===== config.mk =====
export PLATFORM = sky130hd
export DESIGN_NAME = cpc_channel
export DESIGN_NICKNAME = d
export VERILOG_FILES = /design/src/design/cpc_pkg.sv /design/src/design/cpc_channel.sv
export SDC_FILE = /design/constraint.sdc
export NUM_CORES = 1
export LEC_CHECK = 0
export BUFFER_PORTS_ARGS = -buffer_cell sky130_fd_sc_hd__buf_2
export CAP_MARGIN = 20
export CORE_MARGIN = 3
export CORE_UTILIZATION = 45
export DETAILED_ROUTE_END_ITERATION = 12
export HOLD_SLACK_MARGIN = 0.08
export PLACE_DENSITY = 0.7
export SYNTH_ARGS = -nofsm -noshare
export SYNTH_HDL_FRONTEND = slang
export SYNTH_SLANG_ARGS = --single-unit

===== constraint.sdc =====
create_clock -name core_clk -period 2.5 [get_ports core_clk]
set_input_delay 0.25 -clock core_clk [delete_from_list [all_inputs] [get_ports core_clk]]
set_output_delay 0.25 -clock core_clk [all_outputs]
set_load 0.01 [all_outputs]

===== src/design/cpc_pkg.sv =====
// Package for the compare and PWM channel: register map, field layout, reset values, mode codes.
package cpc_pkg;

  // Register byte addresses on the Wishbone slave
  localparam logic [7:0] CPC_OFF_CTRL = 8'h00;
  localparam logic [7:0] CPC_OFF_CMPV = 8'h04;
  localparam logic [7:0] CPC_OFF_DLOW = 8'h08;
  localparam logic [7:0] CPC_OFF_SHAD = 8'h0C;
  localparam logic [7:0] CPC_OFF_PER = 8'h10;
  localparam logic [7:0] CPC_OFF_TCTL = 8'h14;
  localparam logic [7:0] CPC_OFF_STAT = 8'h18;
  localparam logic [7:0] CPC_OFF_TSEL = 8'h1C;
  localparam logic [7:0] CPC_OFF_TMR = 8'h20;

  // Field positions
  localparam int CPC_CTRL_DLSB_POS = 4;
  localparam int CPC_TCTL_ON_POS = 2;
  localparam int CPC_TCTL_POST_POS = 3;
  localparam int CPC_STAT_FLAG_POS = 0;
  localparam int CPC_STAT_IE_POS = 1;
  localparam int CPC_STAT_PIN_POS = 2;
  localparam int CPC_STAT_DIR_POS = 3;

  // Reset values
  localparam logic [5:0] CPC_CTRL_RST = 6'h00;
  localparam logic [15:0] CPC_CMPV_RST = 16'h0000;
  localparam logic [7:0] CPC_PER_RST = 8'hFF;
  localparam logic [6:0] CPC_TCTL_RST = 7'h00;
  localparam logic [1:0] CPC_TSEL_RST = 2'h0;
  localparam logic CPC_DIR_RST = 1'b1;

  // Last fine-count value per prescale choice: 4 clocks times 1, 4 or 16
  localparam logic [5:0] CPC_FC_LAST_P1 = 6'h03;
  localparam logic [5:0] CPC_FC_LAST_P4 = 6'h0F;
  localparam logic [5:0] CPC_FC_LAST_P16 = 6'h3F;

  typedef enum logic [3:0] {
    CPC_MODE_OFF = 4'h0,
    CPC_MODE_TOGGLE = 4'h2,
    CPC_MODE_SET = 4'h8,
    CPC_MODE_CLR = 4'h9,
    CPC_MODE_SWI = 4'hA,
    CPC_MODE_SPEV = 4'hB
  } cpc_mode_e;

  // One 16-bit compare time base as seen by the channel
  typedef struct packed {
    logic [15:0] count;
    logic tick;
    logic async;
  } cpc_tmr_s;

endpackage


===== src/design/cpc_channel.sv =====
// Compare and PWM channel with a classic Wishbone register slave.
// Function
// Compare mode checks 16-bit compare register against the selected timer pair continuously.
// On match, pin goes high, low, toggles or stays per mode select field.
// Interrupt flag sets in the same cycle the match acts on the pin.
// Writing zero to the whole control register forces the compare latch low.
// No compare while the selected timer counts asynchronously.
// Mode 1010 leaves the pin alone and only raises the interrupt flag.
// Mode 1011 match emits special event trigger and resets the selected timer.
// Special event trigger is not wired to any converter start input.
// PWM mode drives a waveform with up to ten bits of duty resolution.
// PWM period is (period reg plus one) times four clocks times prescale.
// Period timer prescale offers factors 1, 4 or 16.
// After timer equals period: clear timer, set pin unless 0% duty, load duty.
// Postscaler does not alter PWM frequency; it gives a separate slow tick.
// Duty is duty low register as eight MSBs plus control bits 5:4.
// High time equals ten-bit duty times clock period times prescale.
// Duty writes take effect at period end; shadow is read-only in PWM.
// Pin clears when shadow plus latch equals timer extended by two bits.
// Duty beyond the period never clears the pin, so output stays high.
// Software sets period, duty, pin direction, timer, then selects PWM mode.
// Software clears the pin direction bit so results reach the pin.
// Per-channel select bits choose the compare time base; PWM uses period timer.
// A match acts once when equality first arises, not every equal clock.
//
// Implementation choices: the Wishbone interface to the registers and the register offsets.
`timescale 1ns/1ps
`default_nettype none
module cpc_channel
  import cpc_pkg::*;
#(
  parameter int NUM_TMR = 3
) (
  input wire logic core_clk,
  input wire logic reset_n,
  input wire logic wb_cyc_i,
  input wire logic wb_stb_i,
  input wire logic wb_we_i,
  input wire logic [7:0] wb_adr_i,
  input wire logic [3:0] wb_sel_i,
  input wire logic [31:0] wb_dat_i,
  output logic [31:0] wb_dat_o,
  output logic wb_ack_o,
  input wire cpc_tmr_s [NUM_TMR-1:0] cmp_tmr,
  output logic [NUM_TMR-1:0] cmp_tmr_clr,
  output logic spec_evt,
  output logic channel_output_pin,
  output logic channel_output_pin_oe,
  output logic channel_irq_flag,
  output logic post_tick
);

  logic ack_r;
  logic [31:0] rdat_r;
  logic [5:0] ctrl_r;
  logic [15:0] cmpv_r;
  logic [1:0] lsb_latch_r;
  logic [7:0] pr_r;
  logic [6:0] tctl_r;
  logic [1:0] tsel_r;
  logic dir_r;
  logic irq_en_r;
  logic irq_flag_r;
  logic pin_r;
  logic [7:0] tmr_r;
  logic [5:0] fc_r;
  logic [3:0] post_r;
  logic post_tick_r;
  logic eq_r;
  logic spev_r;
  logic [NUM_TMR-1:0] tclr_r;

  logic acc;
  logic wr;
  logic lo_en;
  logic hi_en;
  logic [3:0] mode;
  logic is_pwm;
  logic is_cmp;
  logic [5:0] fc_last;
  logic [1:0] ext;
  logic sub_last;
  logic tmr_inc;
  logic pwm_end;
  logic [9:0] duty_buf;
  logic duty_hit;
  logic sel_ok;
  cpc_tmr_s ct;
  logic eq;
  logic cmp_hit;
  logic flag_clr;
  logic ctrl_zero_wr;

  // Bus decode; ack is registered so every access takes one wait state
  assign acc = wb_cyc_i && wb_stb_i && !ack_r;
  assign wr = acc && wb_we_i;
  assign lo_en = wr && wb_sel_i[0];
  assign hi_en = wr && wb_sel_i[1];

  assign mode = ctrl_r[3:0];
  assign is_pwm = (mode[3:2] == 2'b11);
  assign is_cmp = (mode == CPC_MODE_TOGGLE) || (mode == CPC_MODE_SET) || (mode == CPC_MODE_CLR) ||
                  (mode == CPC_MODE_SWI) || (mode == CPC_MODE_SPEV);

  always_ff @(posedge core_clk) begin
    if (!reset_n) begin
      ack_r <= 1'b0;
    end else begin
      ack_r <= acc;
    end
  end

  always_ff @(posedge core_clk) begin
    if (!reset_n) begin
      rdat_r <= 32'h0000_0000;
    end else if (acc) begin
      unique case (wb_adr_i)
        CPC_OFF_CTRL: rdat_r <= {26'h0, ctrl_r};
        CPC_OFF_CMPV: rdat_r <= {16'h0, cmpv_r};
        CPC_OFF_DLOW: rdat_r <= {24'h0, cmpv_r[7:0]};
        CPC_OFF_SHAD: rdat_r <= {24'h0, cmpv_r[15:8]};
        CPC_OFF_PER: rdat_r <= {24'h0, pr_r};
        CPC_OFF_TCTL: rdat_r <= {25'h0, tctl_r};
        CPC_OFF_STAT: rdat_r <= {28'h0, dir_r, pin_r, irq_en_r, irq_flag_r};
        CPC_OFF_TSEL: rdat_r <= {30'h0, tsel_r};
        CPC_OFF_TMR: rdat_r <= {24'h0, tmr_r};
        default: rdat_r <= 32'h0000_0000;
      endcase
    end
  end

  assign wb_ack_o = ack_r;
  assign wb_dat_o = rdat_r;

  // Control register: mode field and the two duty LSBs
  assign ctrl_zero_wr = lo_en && (wb_adr_i == CPC_OFF_CTRL) && (wb_dat_i[5:0] == 6'h00);

  always_ff @(posedge core_clk) begin
    if (!reset_n) begin
      ctrl_r <= CPC_CTRL_RST;
    end else if (lo_en && wb_adr_i == CPC_OFF_CTRL) begin
      ctrl_r <= wb_dat_i[5:0];
    end
  end

  always_ff @(posedge core_clk) begin
    if (!reset_n) begin
      pr_r <= CPC_PER_RST;
      tctl_r <= CPC_TCTL_RST;
      tsel_r <= CPC_TSEL_RST;
      dir_r <= CPC_DIR_RST;
      irq_en_r <= 1'b0;
    end else if (lo_en) begin
      if (wb_adr_i == CPC_OFF_PER) pr_r <= wb_dat_i[7:0];
      if (wb_adr_i == CPC_OFF_TCTL) tctl_r <= wb_dat_i[6:0];
      if (wb_adr_i == CPC_OFF_TSEL) tsel_r <= wb_dat_i[1:0];
      if (wb_adr_i == CPC_OFF_STAT) begin
        irq_en_r <= wb_dat_i[CPC_STAT_IE_POS];
        dir_r <= wb_dat_i[CPC_STAT_DIR_POS];
      end
    end
  end

  // Period timer: four clocks per count times prescale 1, 4 or 16
  always_comb begin
    unique case (tctl_r[1:0])
      2'b00: begin
        fc_last = CPC_FC_LAST_P1;
        ext = fc_r[1:0];
        sub_last = 1'b1;
      end
      2'b01: begin
        fc_last = CPC_FC_LAST_P4;
        ext = fc_r[3:2];
        sub_last = (fc_r[1:0] == 2'h3);
      end
      default: begin
        fc_last = CPC_FC_LAST_P16;
        ext = fc_r[5:4];
        sub_last = (fc_r[3:0] == 4'hF);
      end
    endcase
  end

  assign tmr_inc = tctl_r[CPC_TCTL_ON_POS] && (fc_r == fc_last);
  assign pwm_end = tmr_inc && (tmr_r == pr_r);
  assign duty_buf = {cmpv_r[7:0], ctrl_r[CPC_CTRL_DLSB_POS +: 2]};
  // Duty beyond the period never meets the extended timer, so the pin stays high
  // The pin is a flop, so the clear is decoded on the last clock before the count reaches the duty value
  assign duty_hit = is_pwm && sub_last &&
                    (({1'b0, tmr_r, ext} + 11'h001) == {1'b0, cmpv_r[15:8], lsb_latch_r});

  always_ff @(posedge core_clk) begin
    if (!reset_n) begin
      fc_r <= 6'h00;
    end else if (!tctl_r[CPC_TCTL_ON_POS] || fc_r == fc_last) begin
      fc_r <= 6'h00;
    end else begin
      fc_r <= fc_r + 6'h01;
    end
  end

  always_ff @(posedge core_clk) begin
    if (!reset_n) begin
      tmr_r <= 8'h00;
    end else if (pwm_end) begin
      tmr_r <= 8'h00;
    end else if (tmr_inc) begin
      tmr_r <= tmr_r + 8'h01;
    end
  end

  // Postscaler only paces a side tick; the PWM wrap ignores it
  always_ff @(posedge core_clk) begin
    if (!reset_n) begin
      post_r <= 4'h0;
      post_tick_r <= 1'b0;
    end else begin
      post_tick_r <= 1'b0;
      if (pwm_end) begin
        if (post_r == tctl_r[CPC_TCTL_POST_POS +: 4]) begin
          post_r <= 4'h0;
          post_tick_r <= 1'b1;
        end else begin
          post_r <= post_r + 4'h1;
        end
      end
    end
  end

  assign post_tick = post_tick_r;

  // Compare value and duty double buffer
  always_ff @(posedge core_clk) begin
    if (!reset_n) begin
      cmpv_r <= CPC_CMPV_RST;
    end else begin
      if (lo_en && (wb_adr_i == CPC_OFF_CMPV || wb_adr_i == CPC_OFF_DLOW)) cmpv_r[7:0] <= wb_dat_i[7:0];
      if (hi_en && wb_adr_i == CPC_OFF_CMPV && !is_pwm) cmpv_r[15:8] <= wb_dat_i[15:8];
      if (lo_en && wb_adr_i == CPC_OFF_SHAD && !is_pwm) cmpv_r[15:8] <= wb_dat_i[7:0];
      if (is_pwm && pwm_end) cmpv_r[15:8] <= cmpv_r[7:0];
    end
  end

  always_ff @(posedge core_clk) begin
    if (!reset_n) begin
      lsb_latch_r <= 2'h0;
    end else if (is_pwm && pwm_end) begin
      lsb_latch_r <= ctrl_r[CPC_CTRL_DLSB_POS +: 2];
    end
  end

  // Compare against the selected time base; async counting disables it
  assign sel_ok = (32'(tsel_r) < NUM_TMR);
  assign ct = sel_ok ? cmp_tmr[tsel_r] : '0;
  assign eq = sel_ok && is_cmp && !ct.async && (ct.count == cmpv_r);
  assign cmp_hit = eq && !eq_r;

  always_ff @(posedge core_clk) begin
    if (!reset_n) begin
      eq_r <= 1'b0;
    end else begin
      eq_r <= eq;
    end
  end

  // Pin latch: zero control write wins, then PWM, then compare actions
  always_ff @(posedge core_clk) begin
    if (!reset_n) begin
      pin_r <= 1'b0;
    end else if (ctrl_zero_wr) begin
      pin_r <= 1'b0;
    end else if (is_pwm && pwm_end) begin
      pin_r <= (duty_buf != 10'h000);
    end else if (duty_hit) begin
      pin_r <= 1'b0;
    end else if (cmp_hit) begin
      unique case (mode)
        CPC_MODE_SET: pin_r <= 1'b1;
        CPC_MODE_CLR: pin_r <= 1'b0;
        CPC_MODE_TOGGLE: pin_r <= !pin_r;
        default: pin_r <= pin_r;
      endcase
    end
  end

  // Flag: a hit in the clearing cycle keeps it set
  assign flag_clr = lo_en && (wb_adr_i == CPC_OFF_STAT) && wb_dat_i[CPC_STAT_FLAG_POS];

  always_ff @(posedge core_clk) begin
    if (!reset_n) begin
      irq_flag_r <= 1'b0;
    end else if (cmp_hit) begin
      irq_flag_r <= 1'b1;
    end else if (flag_clr) begin
      irq_flag_r <= 1'b0;
    end
  end

  // Trigger goes only to the timer reset and the trigger port, never to a converter start
  always_ff @(posedge core_clk) begin
    if (!reset_n) begin
      spev_r <= 1'b0;
      tclr_r <= '0;
    end else begin
      spev_r <= cmp_hit && (mode == CPC_MODE_SPEV);
      tclr_r <= '0;
      if (cmp_hit && mode == CPC_MODE_SPEV) tclr_r[tsel_r] <= 1'b1;
    end
  end

  assign spec_evt = spev_r;
  assign cmp_tmr_clr = tclr_r;
  assign channel_output_pin = pin_r;
  assign channel_output_pin_oe = (is_pwm || is_cmp) && !dir_r;
  assign channel_irq_flag = irq_flag_r && irq_en_r;

  a_hit_sets_flag: assert property (@(posedge core_clk) disable iff (!reset_n)
    cmp_hit |=> irq_flag_r) else $error("match did not set flag");

  a_set_mode_high: assert property (@(posedge core_clk) disable iff (!reset_n)
    cmp_hit && mode == CPC_MODE_SET && !ctrl_zero_wr && !is_pwm |=> pin_r) else $error("set mode missed");

  a_toggle_flips_pin: assert property (@(posedge core_clk) disable iff (!reset_n)
    cmp_hit && mode == CPC_MODE_TOGGLE && !ctrl_zero_wr |=> pin_r != $past(pin_r)) else $error("toggle missed");

  a_swi_pin_kept: assert property (@(posedge core_clk) disable iff (!reset_n)
    cmp_hit && mode == CPC_MODE_SWI && !ctrl_zero_wr |=> $stable(pin_r) && irq_flag_r) else $error("swi touched pin");

  a_spev_clears_timer: assert property (@(posedge core_clk) disable iff (!reset_n)
    cmp_hit && mode == CPC_MODE_SPEV |=> spec_evt && cmp_tmr_clr[$past(tsel_r)] ##1 !spec_evt)
    else $error("special event wrong");

  a_async_no_hit: assert property (@(posedge core_clk) disable iff (!reset_n)
    sel_ok && ct.async |-> !cmp_hit) else $error("compare during async count");

  a_hit_once_only: assert property (@(posedge core_clk) disable iff (!reset_n)
    cmp_hit |=> !cmp_hit) else $error("match acted twice");

  a_equal_no_action: assert property (@(posedge core_clk) disable iff (!reset_n)
    eq && eq_r && !ctrl_zero_wr && !flag_clr |=> $stable(pin_r) && $stable(irq_flag_r))
    else $error("persisting match acted");

  a_ctrl_zero_low: assert property (@(posedge core_clk) disable iff (!reset_n)
    ctrl_zero_wr |=> !pin_r && mode == CPC_MODE_OFF) else $error("zero control kept pin");

  a_period_wrap: assert property (@(posedge core_clk) disable iff (!reset_n)
    is_pwm && pwm_end && !ctrl_zero_wr && !wr |=> tmr_r == 8'h00 &&
    {cmpv_r[15:8], lsb_latch_r} == $past(duty_buf) && pin_r == ($past(duty_buf) != 10'h000))
    else $error("period end wrong");

  a_shadow_read_only: assert property (@(posedge core_clk) disable iff (!reset_n)
    is_pwm && !pwm_end && wr |=> $stable(cmpv_r[15:8])) else $error("shadow written in pwm");

  a_inc_spacing: assert property (@(posedge core_clk) disable iff (!reset_n)
    tmr_inc && tctl_r[1:0] == 2'b00 && $stable(tctl_r) |=> !tmr_inc [*3]) else $error("prescale 1 spacing");

  c_compare_hit: cover property (@(posedge core_clk) disable iff (!reset_n) cmp_hit && mode == CPC_MODE_TOGGLE);
  c_special_event: cover property (@(posedge core_clk) disable iff (!reset_n) spec_evt);
  c_pwm_wrap_high: cover property (@(posedge core_clk) disable iff (!reset_n) is_pwm && pwm_end && duty_buf != 10'h000);
  c_duty_clear: cover property (@(posedge core_clk) disable iff (!reset_n) duty_hit && pin_r);

endmodule
`default_nettype wire


Word-level counts from Yosys, hierarchy flattened --
Cells that the tools add are included.
Cells by class: add/subtract/negate cells 4, multiply operators 0, div/mod/pow operators 0, order comparisons 3, equality and inequality tests 22, shift operators 0, muxes and demuxes 20, bitwise logic cells 1, reductions and logical operators 59
Operators by type and width (number):
- 16-bit case mux with 9 select lines | 1
- 18-bit binary-select mux with 2-bit select | 1
- 18-bit two-way mux | 2
- 8-bit by 5-bit equality test with 1-bit output, second input constant | 4
- 1-bit logical AND | 27
- 8-bit two-way mux | 3
- 4-bit equality test, second input constant | 5
- 16-bit equality test | 1
- 8-bit by 4-bit equality test with 1-bit output, second input constant | 2
- 2-bit AND reduction | 7
- 6-bit case mux with 2 select lines | 1
- 10-bit by 1-bit adder with 11-bit output, second input constant | 1
- 11-bit by 10-bit equality test with 1-bit output | 1
- 10-bit nonzero test | 1
- 8-bit by 1-bit adder with 8-bit output, second input constant | 1
- 8-bit by 3-bit equality test with 1-bit output, second input constant | 1
- 8-bit by 6-bit equality test with 1-bit output, second input constant | 1
- 8-bit equality test | 1
- 8-bit logical NOT | 1
- 1-bit logical NOT | 7
- 1-bit logical OR | 7
- 1-bit two-way mux | 7
- 6-bit by 1-bit adder with 6-bit output, second input constant | 1
- 6-bit equality test | 1
- 20 further kinds | 24
Word-level totals: register bits 102, bits in latches 0, RAM bits 0, memory bits (read-only) 0, bits of input ports 103, output and inout port bits 41, word-level logic and storage cells 129, memories 0

Logic depth before layout (Yosys ltp) --
Gate-level depths: netlist of run 1.
depth in word-level cells 12, depth in mapped cells 11, depth with buffers taken out 10

Least setup slack after synthesis of run 1 --
No wires, ideal clock.
kind register to register, start register tctl_r[0], end register pin_r (netlist: channel_output_pin), setup time 0.117 ns, arrival 1.942 ns, data required time 2.383 ns, slack 0.441 ns, cell stages (with the launch flop) 12, buffers on the path 1, period minus slack after synthesis 2.059 ns, cell sequence dfxtp_1 buf_6 mux2i_1 a21oi_1 ha_1 xor2_1 nor3_1 nand4_1 nor4_1 o211ai_1 nand4_1 a2bb2oi_1
On the way: longest elaborated chain between the ends 8, elaborated cells on any way between the ends 18, classes of those cells add/sub (1); eq/ne (3); mux (5); reduce/logical (9)
RTL lines:
- start: declaration | line cpc_channel.sv:59 | logic [6:0] tctl_r;
- start signal: assignment | line cpc_channel.sv:155 | if (wb_adr_i == CPC_OFF_TCTL) tctl_r <= wb_dat_i[6:0];
- branches (longest 8 deep; another with 10-bit by 1-bit adder with 11-bit output)
- end signal: assignment | line cpc_channel.sv:274 | pin_r <= (duty_buf != 10'h000);
- end signal: assignment | line cpc_channel.sv:281 | CPC_MODE_TOGGLE: pin_r <= !pin_r;
- end signal: assignment | line cpc_channel.sv:282 | default: pin_r <= pin_r;
- end: declaration | line cpc_channel.sv:64 | logic pin_r;
Several ways; the timed one is not identified. A chain may end at the register's enable or synchronous reset.

Worst setup path in the final report of run 1 --
start register fc_r[2], end register pin_r (netlist: channel_output_pin)
On the way: longest elaborated chain between the ends 6, elaborated cells on any way between the ends 16, classes of those cells add/sub (1); eq/ne (3); mux (4); reduce/logical (8)
RTL lines:
- start: declaration | line cpc_channel.sv:66 | logic [5:0] fc_r;
- start signal: assignment | line cpc_channel.sv:199 | fc_r <= fc_r + 6'h01;
- 2-bit case mux with 2 select lines (tied with other cells) | line cpc_channel.sv:166 | unique case (tctl_r[1:0])
- 10-bit by 1-bit adder with 11-bit output (tied with other cells) | line cpc_channel.sv:191 | (({1'b0, tmr_r, ext} + 11'h001) == {1'b0, cmpv_r[15:8], lsb_latch_r});
- 11-bit by 10-bit equality test with 1-bit output (tied with other cells) | line cpc_channel.sv:191
- 1-bit logical AND (on tied branches) | line cpc_channel.sv:190, cpc_channel.sv:273
- 5-bit nonzero test (no source line) (tied with other cells)
- 2-bit AND reduction (no source line) or 1-bit two-way mux (tied branches)
Several ways; a longest one is shown, not always the timed one.

==> results.md, run 1 <==
* Number of global-route vias before repair at 4,954
* I/O Pins at 144
* Vias/cell at 5.85
* Max Freq at 0.430 GHz
* Via count at 5,144
* Slew Limit Fails at 0
* Number of synthesized flops with an enable pin at 0
* Total Routing Usage GR at 24.6%
* Die area at 12,900 sq um
* Initial antenna violation count at 0
* Post-synthesis cell count at 641
* First-pass GRT wire length at 25,300 microns
* Period minus WS final at 2.32 ns
* Synth Flop Type: dfxtp_1
* Final setup violation count at 0
* Crit path max fanout at 6
* CP Launch Type: flip-flop
* Slowest cell delay on critical path at 0.49 ns
* Final wirelength at 15,700 microns
* Synth top area cells: dfxtp_1 (33%), mux2i_1 (8.6%), xnor2_1 (5.9%)
* Grt met3 use at 4.40%
* Synth cell count leaders: dfxtp_1 (86), nor2_1 (66), nand2_1 (63)
* Peak supply drop at 310 uV
* Critical Setup Path Class: reg2reg
* Mux cell area share after synthesis at 9.07%
* Final Cycle Share at 93.0%
* HP Class: in2reg
* Port buffer count at 106
* Die X at 114 microns
* Clock Skews at 0.00713 ns
* Met1 usage at 33.0%
* Yosys warns at 0
* Top cell by count, worst path: nand4_1
* Core region area at 11,100 sq um
* Nets at 841
* FP Rows at 38
* Share of layout cells above drive strength 1 at 21.5%
* Leakage Power at 0.00247 uW
* ANT cells at 0
* Post-cts sizing count at 0
* CTS Buf Count at 9
* Maximum buffer depth of the clock tree at 2
* Adder-Cell Fraction of Synth Area at 0.960%
* Endpoints failing hold at 0
* Power Dens Cells at 480 nW/um^2
* Post-CTS Setup Repair Bufs at 0
* DRT iter0 DRCs at 550
* Status: finished clean
* Area growth syn-to-layout at 17.1%
* CTS tree: done
* Post-CTS Hold Buffers at 0
* FF+latch count, synth at 86
* Area leader, netlist: dfxtp_1
* Pre-Repair DR Iteration Count at 5
* Synthesized cell area at 5220 sq um
* Compound-cell area share of the yosys netlist at 15.3%
* Met2 usage at 40.1%
* Largest net degree at the start of global routing at 57
* Synth Area in Simple Gates at 25.8%
* Max H-tree Level at 3
* Detailed placement HPWL at 11,700 microns
* Max_slew headroom at 57.5%
* Post-synthesis xor/xnor area fraction at 8.40%
* Area post-placement at 5800 sq um
* Setup TNS Final at 0 ns
* Root buf cell: clkbuf_16
* Most frequent cell after synthesis: dfxtp_1
* WP buf/inv at 0
* Die H at 114 microns
* Worst slew pin tran at 0.636 ns
* Sequential-to-total area share from yosys stat at 33.0%
* Fin area at 6100 sq um
* Antenna viol nets, final at 0
* Syn Area/Cell at 8.14 sq um
* Post-synth ARST share at 0%
* Area share of the largest cell type after synthesis at 33.0%
* Clk pin slew, worst setup/hold paths at 0.06 ns
* Initial Utilization at 47.1%
* Max cap viols at 0
* Crit path arrival time at 2.56 ns
* Clk sinks at 86
* Largest family of logic cells by synthesized area: simple AND/OR/NAND/NOR gates
* Final RePlAce weighted congestion at 0.962
* RSZ-0062 raised after global routing: false
* Overflow after GRT at 0
* Crit. End Element: flip-flop
* Slowest CP cell: dfxtp_1
* Worst skew pair latency at 0.35 ns
* Delay-heaviest family, CP: simple AND/OR/NAND/NOR gates
* Residual DRC at 0
* Worst path cell trace: mux2i_2 -> a21oi_1 -> ha_1 -> xor2_1 -> nor3_1 -> nand4_1 -> nor4_1 -> o211ai_1 -> nand4_1 -> a2bb2oi_1
* Crit path required time at 2.74 ns
* Synth cell types at 61
* Busiest grt layer: met2
* Drt wl/cell at 17.9 microns
==> flip-flops by register name (all words and copies together) (netlist names) <==
register            count
post_tick               1
tsel_r                  2
irq_en_r                1
eq_r                    1
ctrl_r                  6
dir_r                   1
wb_dat_o               16
lsb_latch_r             2
spec_evt                1
post_r                  4
cmpv_r                 16
channel_output_pin      1
irq_flag_r              1
cmp_tmr_clr             3
fc_r                    6
tctl_r                  7
tmr_r                   8
wb_ack_o                1
pr_r                    8
==> per-layer routing <==
layer | share of wire, % | vias up
met1 | 42 | 2442
li1 | - | 2437
met4 | 2.6 | 0
met3 | 9.0 | 37
met5 | 0 | -
met2 | 47 | 228
==> where the power goes <==
part | internal, uW | leakage [uW] | switching (uW)
Combinational | 77.9 | 0.00163 | 112
Sequential | 1370 | 0.000693 | 0.668
Clock | 798 | 0.000148 | 570
Total | 2250 | 0.00247 | 683
==> worst paths after layout <==
| check | startpoint | endpoint | slack, ns | depth (start not counted) |
|---|---|---|---|---|
| hold reg to reg | lsb_latch_r[1] | lsb_latch_r[1] | 0.47 | 2 |
| hold / removal | wb_dat_i[7] | pr_r[7] | 0.19 | 3 |
| setup / recovery | fc_r[2] | channel_output_pin | 0.18 | 10 |
| setup reg to reg | fc_r[2] | channel_output_pin | 0.18 | 10 |
==> worst register-to-register path, stage by stage, from the launching register on <==
cell and delay, ns:
dfxtp_1 0.49, mux2i_2 0.14, a21oi_1 0.23, ha_1 0.27, xor2_1 0.14, nor3_1 0.22, nand4_1 0.13, nor4_1 0.18
o211ai_1 0.20, nand4_1 0.14, a2bb2oi_1 0.07
==> cell type report <==
type                    instances  area (sq um)
well taps                     140           175
multi-input cells             499          3170
inverters                      12          45.0
repair buffers                126           693
fillers                      1064          4970
clock inverters                 6          61.3
flip-flops and latches         86          1720
clock buffers                  10           239
==> metrics by stage <==
stage | cells | total power (uW) | hold slack (ns) | util, % | setup slack (ns)
2_1_floorplan | 656 | 1510 | 0.372 | - | 0.441
5_1_grt | 879 | 3010 | 0.203 | 55.1 | 0.00911
3_3_place_gp | 863 | 1580 | 0.446 | 52.3 | 0.192
3_5_place_dp | 863 | 1590 | 0.454 | 52.3 | 0.113
6_report | 879 | 2930 | 0.186 | 55.1 | 0.175
4_1_cts | 879 | 2940 | 0.177 | 55.1 | 0.0973
==> cells by family after synthesis <==
kind of cell / after synthesis
AND/OR/NAND/NOR: 263
AO/OA/AOI/OAI: 119
flip-flops: 86
buffers and inverters: 71
XOR/XNOR: 50
multiplexers: 47
adder cells (fa/ha/maj): 4
other: 1
==> cell usage in the layout, fill, tap and decap left out, types with 4 or more instances in the layout <==
master     synthesis  routed
buf_2              8     106
dfxtp_1           86      85
nor2_1            66      66
nand2_1           63      63
mux2i_1           45      44
nand3_1           40      40
xnor2_1           35      35
a21oi_1           33      33
a22oi_1           31      31
o21ai_0           20      20
buf_4             21      19
conb_1             1      16
nand4_1           15      15
xor2_1            15      15
inv_1             12      12
nor3_1            12      12
nor2b_1           11      11
nand3b_1          11      11
clkbuf_16          0       9
and3_1             8       8
nor4_1             7       7
o2bb2ai_1          6       6
o21ai_1            5       5
and2_1             5       5
a222oi_1           5       5
and4_1             4       4
ha_1               4       4
Power figures use the tool's default switching activity.
==> inputs of run 2 (changes only) <==
--- a/config.mk
+++ b/config.mk
@@ -8,10 +8,10 @@
 export BUFFER_PORTS_ARGS = -buffer_cell sky130_fd_sc_hd__buf_2
 export CAP_MARGIN = 20
 export CORE_MARGIN = 3
-export CORE_UTILIZATION = 45
+export CORE_UTILIZATION = 53
 export DETAILED_ROUTE_END_ITERATION = 12
 export HOLD_SLACK_MARGIN = 0.08
-export PLACE_DENSITY = 0.7
+export PLACE_DENSITY = 0.81
 export SYNTH_ARGS = -nofsm -noshare
 export SYNTH_HDL_FRONTEND = slang
 export SYNTH_SLANG_ARGS = --single-unit
==> run 2 against run 1 <==
Setup slack better by 0.013 ns. Global-route usage up 2.6 points. Sequential share of layout area up 0.56 points. Clock skew up 0.0036 ns. Flip-flop and latch count unchanged. Register-to-register slack about the same. Cell count down 1.3%. Clock power down 27%. Utilization up 8.6 points. Wire length down 3.2%. First-iteration DRC count down 14%. Die area down 14%. Critical path type unchanged. Critical endpoint unchanged. Largest cell class unchanged.
==> results.md, run 2 (synthesized netlist as in run 1, its figures left out) <==
* Die X at 105 microns (-7.4%)
* Area post-placement at 5770 sq um (-0.45%)
* Most common cell after layout, fill and taps aside: buf_2
* Max H-tree Level at 3 (unchanged)
* Die H at 105 microns (-7.4%)
* Maximum buffer depth of the clock tree at 2 (unchanged)
* Fin area at 6000 sq um (-1.7%)
* Initial Utilization at 55.4% (+8.3 points)
* Final setup violation count at 0 (unchanged)
* I/O Pins at 144 (unchanged)
* Via count at 5,148 (+0.078%)
* Worst path cell trace: buf_4 -> mux2i_1 -> o21ai_0 -> xnor2_1 -> nand4_1 -> or3_1 -> o31ai_1 -> a2bb2oi_1
* Core region area at 9420 sq um (-15%)
* Overflow after GRT at 0 (unchanged)
* Worst skew pair latency at 0.37 ns (+0.02 ns)
* CP Launch Type: flip-flop
* Vias/cell at 5.93 (+1.3%)
* Root buf cell: clkbuf_8
* Max_slew headroom at 61.3% (+3.8 points)
* HP Class: in2reg
* Port buffer count at 106 (unchanged)
* Residual DRC at 0 (unchanged)
* Net Sw Frac at 24.3% (+0.97 points)
* Max cap viols at 0 (unchanged)
* Drt wl/cell at 17.5 microns (-2.0%)
* Final Cycle Share at 92.5% (-0.51 points)
* Critical Setup Path Class: reg2reg
* Final core occ at 63.7% (+8.6 points)
* Setup TNS Final at 0 ns (unchanged)
* Peak supply drop at 311 uV (+0.23%)
* Clk sinks at 86 (unchanged)
* Slowest CP cell: dfxtp_1
* First-pass GRT wire length at 24,300 microns (-3.8%)
* Post-CTS Setup Repair Bufs at 0 (unchanged)
* CTS Buf Count at 9 (unchanged)
* Post-route insts no fill at 868 (-1.3%)
* Slowest cell delay on critical path at 0.46 ns (-0.03 ns)
* Post-CTS Hold Buffers at 0 (unchanged)
* Inst Count DP at 852 (-1.3%)
* Final RePlAce weighted congestion at 0.957 (-0.57%)
* Worst slew pin tran at 0.580 ns (-0.0553 ns)
* Pre-Repair DR Iteration Count at 6 (+1)
* Leakage Power at 0.00243 uW (-1.9%)
* Number of global-route vias before repair at 4,993 (+0.79%)
* Internal at 1940 uW (-14%)
* Crit path max fanout at 6 (unchanged)
* Crit path arrival time at 2.60 ns (+0.04 ns)
* Crit path required time at 2.79 ns (+0.05 ns)
* Hold Worst Slack at 0.174 ns (-0.0122 ns)
* FP Rows at 35 (-7.9%)
* Detailed placement HPWL at 11,700 microns (+0.11%)
* DRT iter0 DRCs at 475 (-14%)
* Period minus WS final at 2.31 ns (-0.0126 ns)
* Share of layout cells above drive strength 1 at 22.1% (+0.54 points)
* CTS tree: done
* Die area at 11,100 sq um (-14%)
* Status: finished clean
* Final wirelength at 15,200 microns (-3.2%)
* Endpoints failing hold at 0 (unchanged)
* Clock share of power at 39.2% (-7.5 points)
* Share of total power in combinational logic at 7.5% (+1.0 points)
* Area growth syn-to-layout at 15.0%
* Total Routing Usage GR at 27.2% (+2.6 points)
* ANT cells at 0 (unchanged)
* Clk pin slew, worst setup/hold paths at 0.08 ns (+0.02 ns)
* Clock Skews at 0.0107 ns (+0.00362 ns)
* Power Dens Cells at 428 nW/um^2 (-11%)
* Most frequent cells in the layout: buf_2 (106), dfxtp_1 (82), nor2_1 (66), nand2_1 (63), mux2i_1 (44)
* Sw Pwr at 623 uW (-8.8%)
* Antenna viol nets, final at 0 (unchanged)
* Largest net degree at the start of global routing at 57 (unchanged)
* Crit. End Element: flip-flop
* Max Freq at 0.433 GHz (+0.55%)
* Nets at 841 (unchanged)
* Slew Limit Fails at 0 (unchanged)
* Initial antenna violation count at 0 (unchanged)
* Sequential power share at 53.4% (+6.6 points)
[run 2: cell types whose count changed in the layout (fill, tap and decap cells not counted), sizes merged]
cell / before / now
clkbuf: 10 / 12
clkinv: 4 / 3
clkinvlp: 1 / 0
[run 2: power groups by stage]
stage / Sequential, uW / Clock, uW / Combinational (uW)
floorplan: 1400 / 0 / 106
global placement: 1400 / 0 / 180
detailed placement: 1400 / 0 / 188
CTS: 1370 / 1000 / 188
global route: 1370 / 1060 / 208
finish: 1370 / 1000 / 191
[run 2: metal layers]
layer	routed length [microns]	GRT usage [%]	up-vias
met1	5970	34.4	2394
met3	1500	4.94	51
met4	473	12.2	0
met5	0	0	-
met2	7260	44.8	269
li1	-	-	2434
[run 2: stage by stage]
step                total power [uW]  setup WS, ns
detailed placement              1590        0.0597
global route                    2640       -0.0223
global placement                1580         0.193
CTS                             2560        0.0148
finish                          2570         0.188
floorplan                       1510         0.441
[run 2: what timing repair did]
action	4_1_cts	5_1_grt
setup endpoints to repair	0	1
hold endpoints to repair	0	0
gates resized for setup	0	8
[run 2: critical path, delay by kind of cell, from the launching register on]
family | cells | cell delay [ns]
AND/OR/NAND/NOR | 2 | 0.63
AO/OA/AOI/OAI | 3 | 0.55
flip-flops | 1 | 0.46
multiplexers | 1 | 0.22
buffers and inverters | 1 | 0.21
XOR/XNOR | 1 | 0.16
[run 2: worst paths after layout]
check | slack [ns] | start | cells after the start | endpoint
max | 0.19 | tsel_r[1] | 8 | channel_output_pin
min | 0.17 | wb_dat_i[7] | 3 | pr_r[7]
max reg2reg | 0.19 | tsel_r[1] | 8 | channel_output_pin
min reg2reg | 0.48 | fc_r[0] | 1 | fc_r[0]
[run 2: cell type report]
| class | count | area, sq um |
|---|---|---|
| fillers | 813 | 3420 |
| multi-input cells | 499 | 3180 |
| flip-flops and latches | 86 | 1730 |
| repair buffers | 126 | 681 |
| well taps | 129 | 161 |
| clock buffers | 12 | 145 |
| clock inverters | 4 | 56.3 |
| inverters | 12 | 45.0 |
==> inputs of run 3 (changes only) <==
--- a/config.mk
+++ b/config.mk
@@ -8,10 +8,10 @@
 export BUFFER_PORTS_ARGS = -buffer_cell sky130_fd_sc_hd__buf_2
 export CAP_MARGIN = 20
 export CORE_MARGIN = 3
-export CORE_UTILIZATION = 53
+export CORE_UTILIZATION = 48
 export DETAILED_ROUTE_END_ITERATION = 12
 export HOLD_SLACK_MARGIN = 0.08
-export PLACE_DENSITY = 0.81
+export PLACE_DENSITY = 0.77
 export SYNTH_ARGS = -nofsm -noshare
 export SYNTH_HDL_FRONTEND = slang
 export SYNTH_SLANG_ARGS = --single-unit
==> constraint.sdc (replaced) <==
create_clock -name core_clk -period 2.03 [get_ports core_clk]
set_input_delay 0.203 -clock core_clk [delete_from_list [all_inputs] [get_ports core_clk]]
set_output_delay 0.203 -clock core_clk [all_outputs]
set_load 0.01 [all_outputs]
==> run 3 against run 2 <==
The flow now finishes with violations (negative setup slack). Maximum frequency increased by 3.6%. Flip-flop and latch count unchanged. Sequential share of layout area decreased by 2.7 points. Largest cell class unchanged. Via count increased by 7.3%. Power increased by 21%. Cell count increased by 7.6%. Cell area increased by 10%. Utilization decreased by 0.42 points. Sequential power increased by 23%. Global-route usage decreased by 0.55 points. Clock skew decreased by 0.0011 ns. Die area increased by 9.8%. Critical endpoint unchanged.
==> results.md, run 3 (synthesized netlist as in run 1, its figures left out) <==
* Post-CTS Hold Buffers at 0 (unchanged)
* Maximum buffer depth of the clock tree at 2 (unchanged)
* CP Launch Type: flip-flop
* Area post-placement at 6130 sq um (+6.1%)
* Via count at 5,522 (+7.3%)
* DRT iter0 DRCs at 591 (+24%)
* Overflow after GRT at 0 (unchanged)
* Drt wl/cell at 18.0 microns (+2.5%)
* Root buf cell: clkbuf_8
* FP Rows at 37 (+5.7%)
* Crit path max fanout at 13 (+7)
* Area growth syn-to-layout at 27.0%
* Reg2reg path depth at 9 (+1)
* Period minus WS final at 2.23 ns (-0.0801 ns)
* Max cap viols at 0 (unchanged)
* First-pass GRT wire length at 25,100 microns (+3.0%)
* # fillers at 892 (+9.7%)
* Slew Limit Fails at 0 (unchanged)
* Leakage Power at 0.00276 uW (+14%)
* HP Class: in2reg
* Crit path arrival time at 2.49 ns (-0.11 ns)
* Share of layout cells above drive strength 1 at 29.6% (+7.5 points)
* Clk sinks at 86 (unchanged)
* Total Routing Usage GR at 26.6% (-0.55 points)
* Clk pin slew, worst setup/hold paths at 0.09 ns (about the same)
* Critical R2R Launch: tsel_r[1]
* Max Freq at 0.448 GHz (+3.6%)
* Die H at 110 microns (+4.8%)
* Detailed placement HPWL at 12,400 microns (+6.0%)
* Initial Utilization at 49.8% (-5.5 points)
* Reg2reg end: channel_output_pin
* Die area at 12,200 sq um (+9.8%)
* Max_slew headroom at 61.8% (+0.49 points)
* Pre-Repair DR Iteration Count at 7 (+1)
* Residual DRC at 0 (unchanged)
* Final Cycle Share at 110% (+17 points)
* Hold Path End: pr_r[7]
* Max H-tree Level at 3 (unchanged)
* R2R setup slack at -0.20 ns (-0.39 ns)
* CTS tree: done
* HP Start: wb_dat_i[7]
* ANT cells at 0 (unchanged)
* Vias/cell at 5.91 (-0.31%)
* Number of global-route vias before repair at 5,145 (+3.0%)
* Peak supply drop at 340 uV (+9.4%)
* Critical Setup Path Class: reg2reg
* Worst skew pair latency at 0.36 ns (about the same)
* Fin area at 6620 sq um (+10%)
* Crit. End Element: flip-flop
* Port buffer count at 106 (unchanged)
* Most frequent cells in the layout: buf_2 (106), dfxtp_1 (83), buf_4 (71), nor2_1 (66), nand2_1 (62)
* Worst hold path depth at 3 (unchanged)
* Power Dens Cells at 470 nW/um^2 (+10%)
* Hold Worst Slack at 0.128 ns (-0.0464 ns)
* Final wirelength at 16,800 microns (+10%)
* Core region area at 10,500 sq um (+11%)
* I/O Pins at 144 (unchanged)
* Final setup violation count at 14 (+14)
* Violated checks: negative setup slack
* Setup ws final at -0.202 ns (-0.390 ns)
* Die X at 110 microns (+4.8%)
* Initial antenna violation count at 0 (unchanged)
* Crit path required time at 2.29 ns (-0.50 ns)
* CTS Buf Count at 9 (unchanged)
* Endpoints failing hold at 0 (unchanged)
* Status: complete, but fails checks
* Largest net degree at the start of global routing at 57 (unchanged)
* Worst slack at placement at -0.217 ns (-0.277 ns)
* RSZ-0062 raised after global routing: true
* Final core occ at 63.3% (-0.42 points)
* Most common cell after layout, fill and taps aside: buf_2
* Final RePlAce weighted congestion at 0.955 (-0.21%)
* Setup TNS Final at -0.825 ns (-0.825 ns)
* Antenna viol nets, final at 0 (unchanged)
* Worst slew pin tran at 0.573 ns (-0.00735 ns)
* Nets at 900 (+7.0%)
* Clock Skews at 0.00962 ns (-0.00113 ns)
[run 3: cell count changes in the layout (fill, tap and decap cells not counted), sizes merged]
cell      previous run  this run
buf                126       185
clkbuf              12        13
clkinv               3         0
clkinvlp             0         2
[run 3: cell type report]
class	count	area (sq um)	area share [%]
multi-input combinational	499	3310	50.0
timing repair buffer	185	1180	17.8
inverter	12	45.0	0.680
clock buffer	13	139	2.10
sequential	86	1730	26.1
tap	136	170	2.57
clock inverter	3	45.0	0.680
[run 3: what timing repair did]
item                       in CTS  in global routing
resized for setup              15                 29
setup endpoints to repair      17                 21
gates cloned                    0                  1
setup buffers                   4                 12
pin swaps                       7                 24
[run 3: per-layer routing]
layer | up-vias | global-route usage [%] | wire length, microns
li1 | 2548 | - | -
met1 | 2617 | 34.5 | 6810
met2 | 299 | 43.6 | 7920
met3 | 58 | 5.59 | 1540
met4 | 0 | 9.94 | 498
met5 | - | 0 | 0
[run 3: worst max path at each step]
| stage | startpoint | endpoint | cells after the start | slack (ns) |
|---|---|---|---|---|
| 2_1_floorplan | tctl_r[0] | channel_output_pin | 11 | 0.02 |
| 6_report | tsel_r[1] | channel_output_pin | 9 | -0.20 |
| 5_1_grt | tsel_r[1] | channel_output_pin | 9 | -0.29 |
| 3_5_place_dp | tsel_r[1] | channel_output_pin | 8 | -0.22 |
| 3_3_place_gp | tsel_r[1] | channel_output_pin | 8 | -0.10 |
| 4_1_cts | tsel_r[1] | channel_output_pin | 8 | -0.06 |
[run 3: metrics by stage]
stage               std cells  power (uW)
detailed placement        901        1960
global placement          901        1950
finish                    934        3110
floorplan                 656        1860
global route              934        3210
CTS                       921        3110
[run 3: worst max-delay path, cell delays in order (launching register included)]
cell,delay [ns]
dfxtp_4,0.40
buf_12,0.15
buf_4,0.12
mux2i_1,0.23
o2bb2ai_2,0.12
xnor2_2,0.23
nand4_1,0.22
nor3_2,0.32
a21boi_0,0.17
a2bb2oi_1,0.17
[run 3: power by group]
part	internal, uW	switching (uW)
Clock	572	606
Sequential	1680	0.862
Combinational	104	149
Total	2360	756
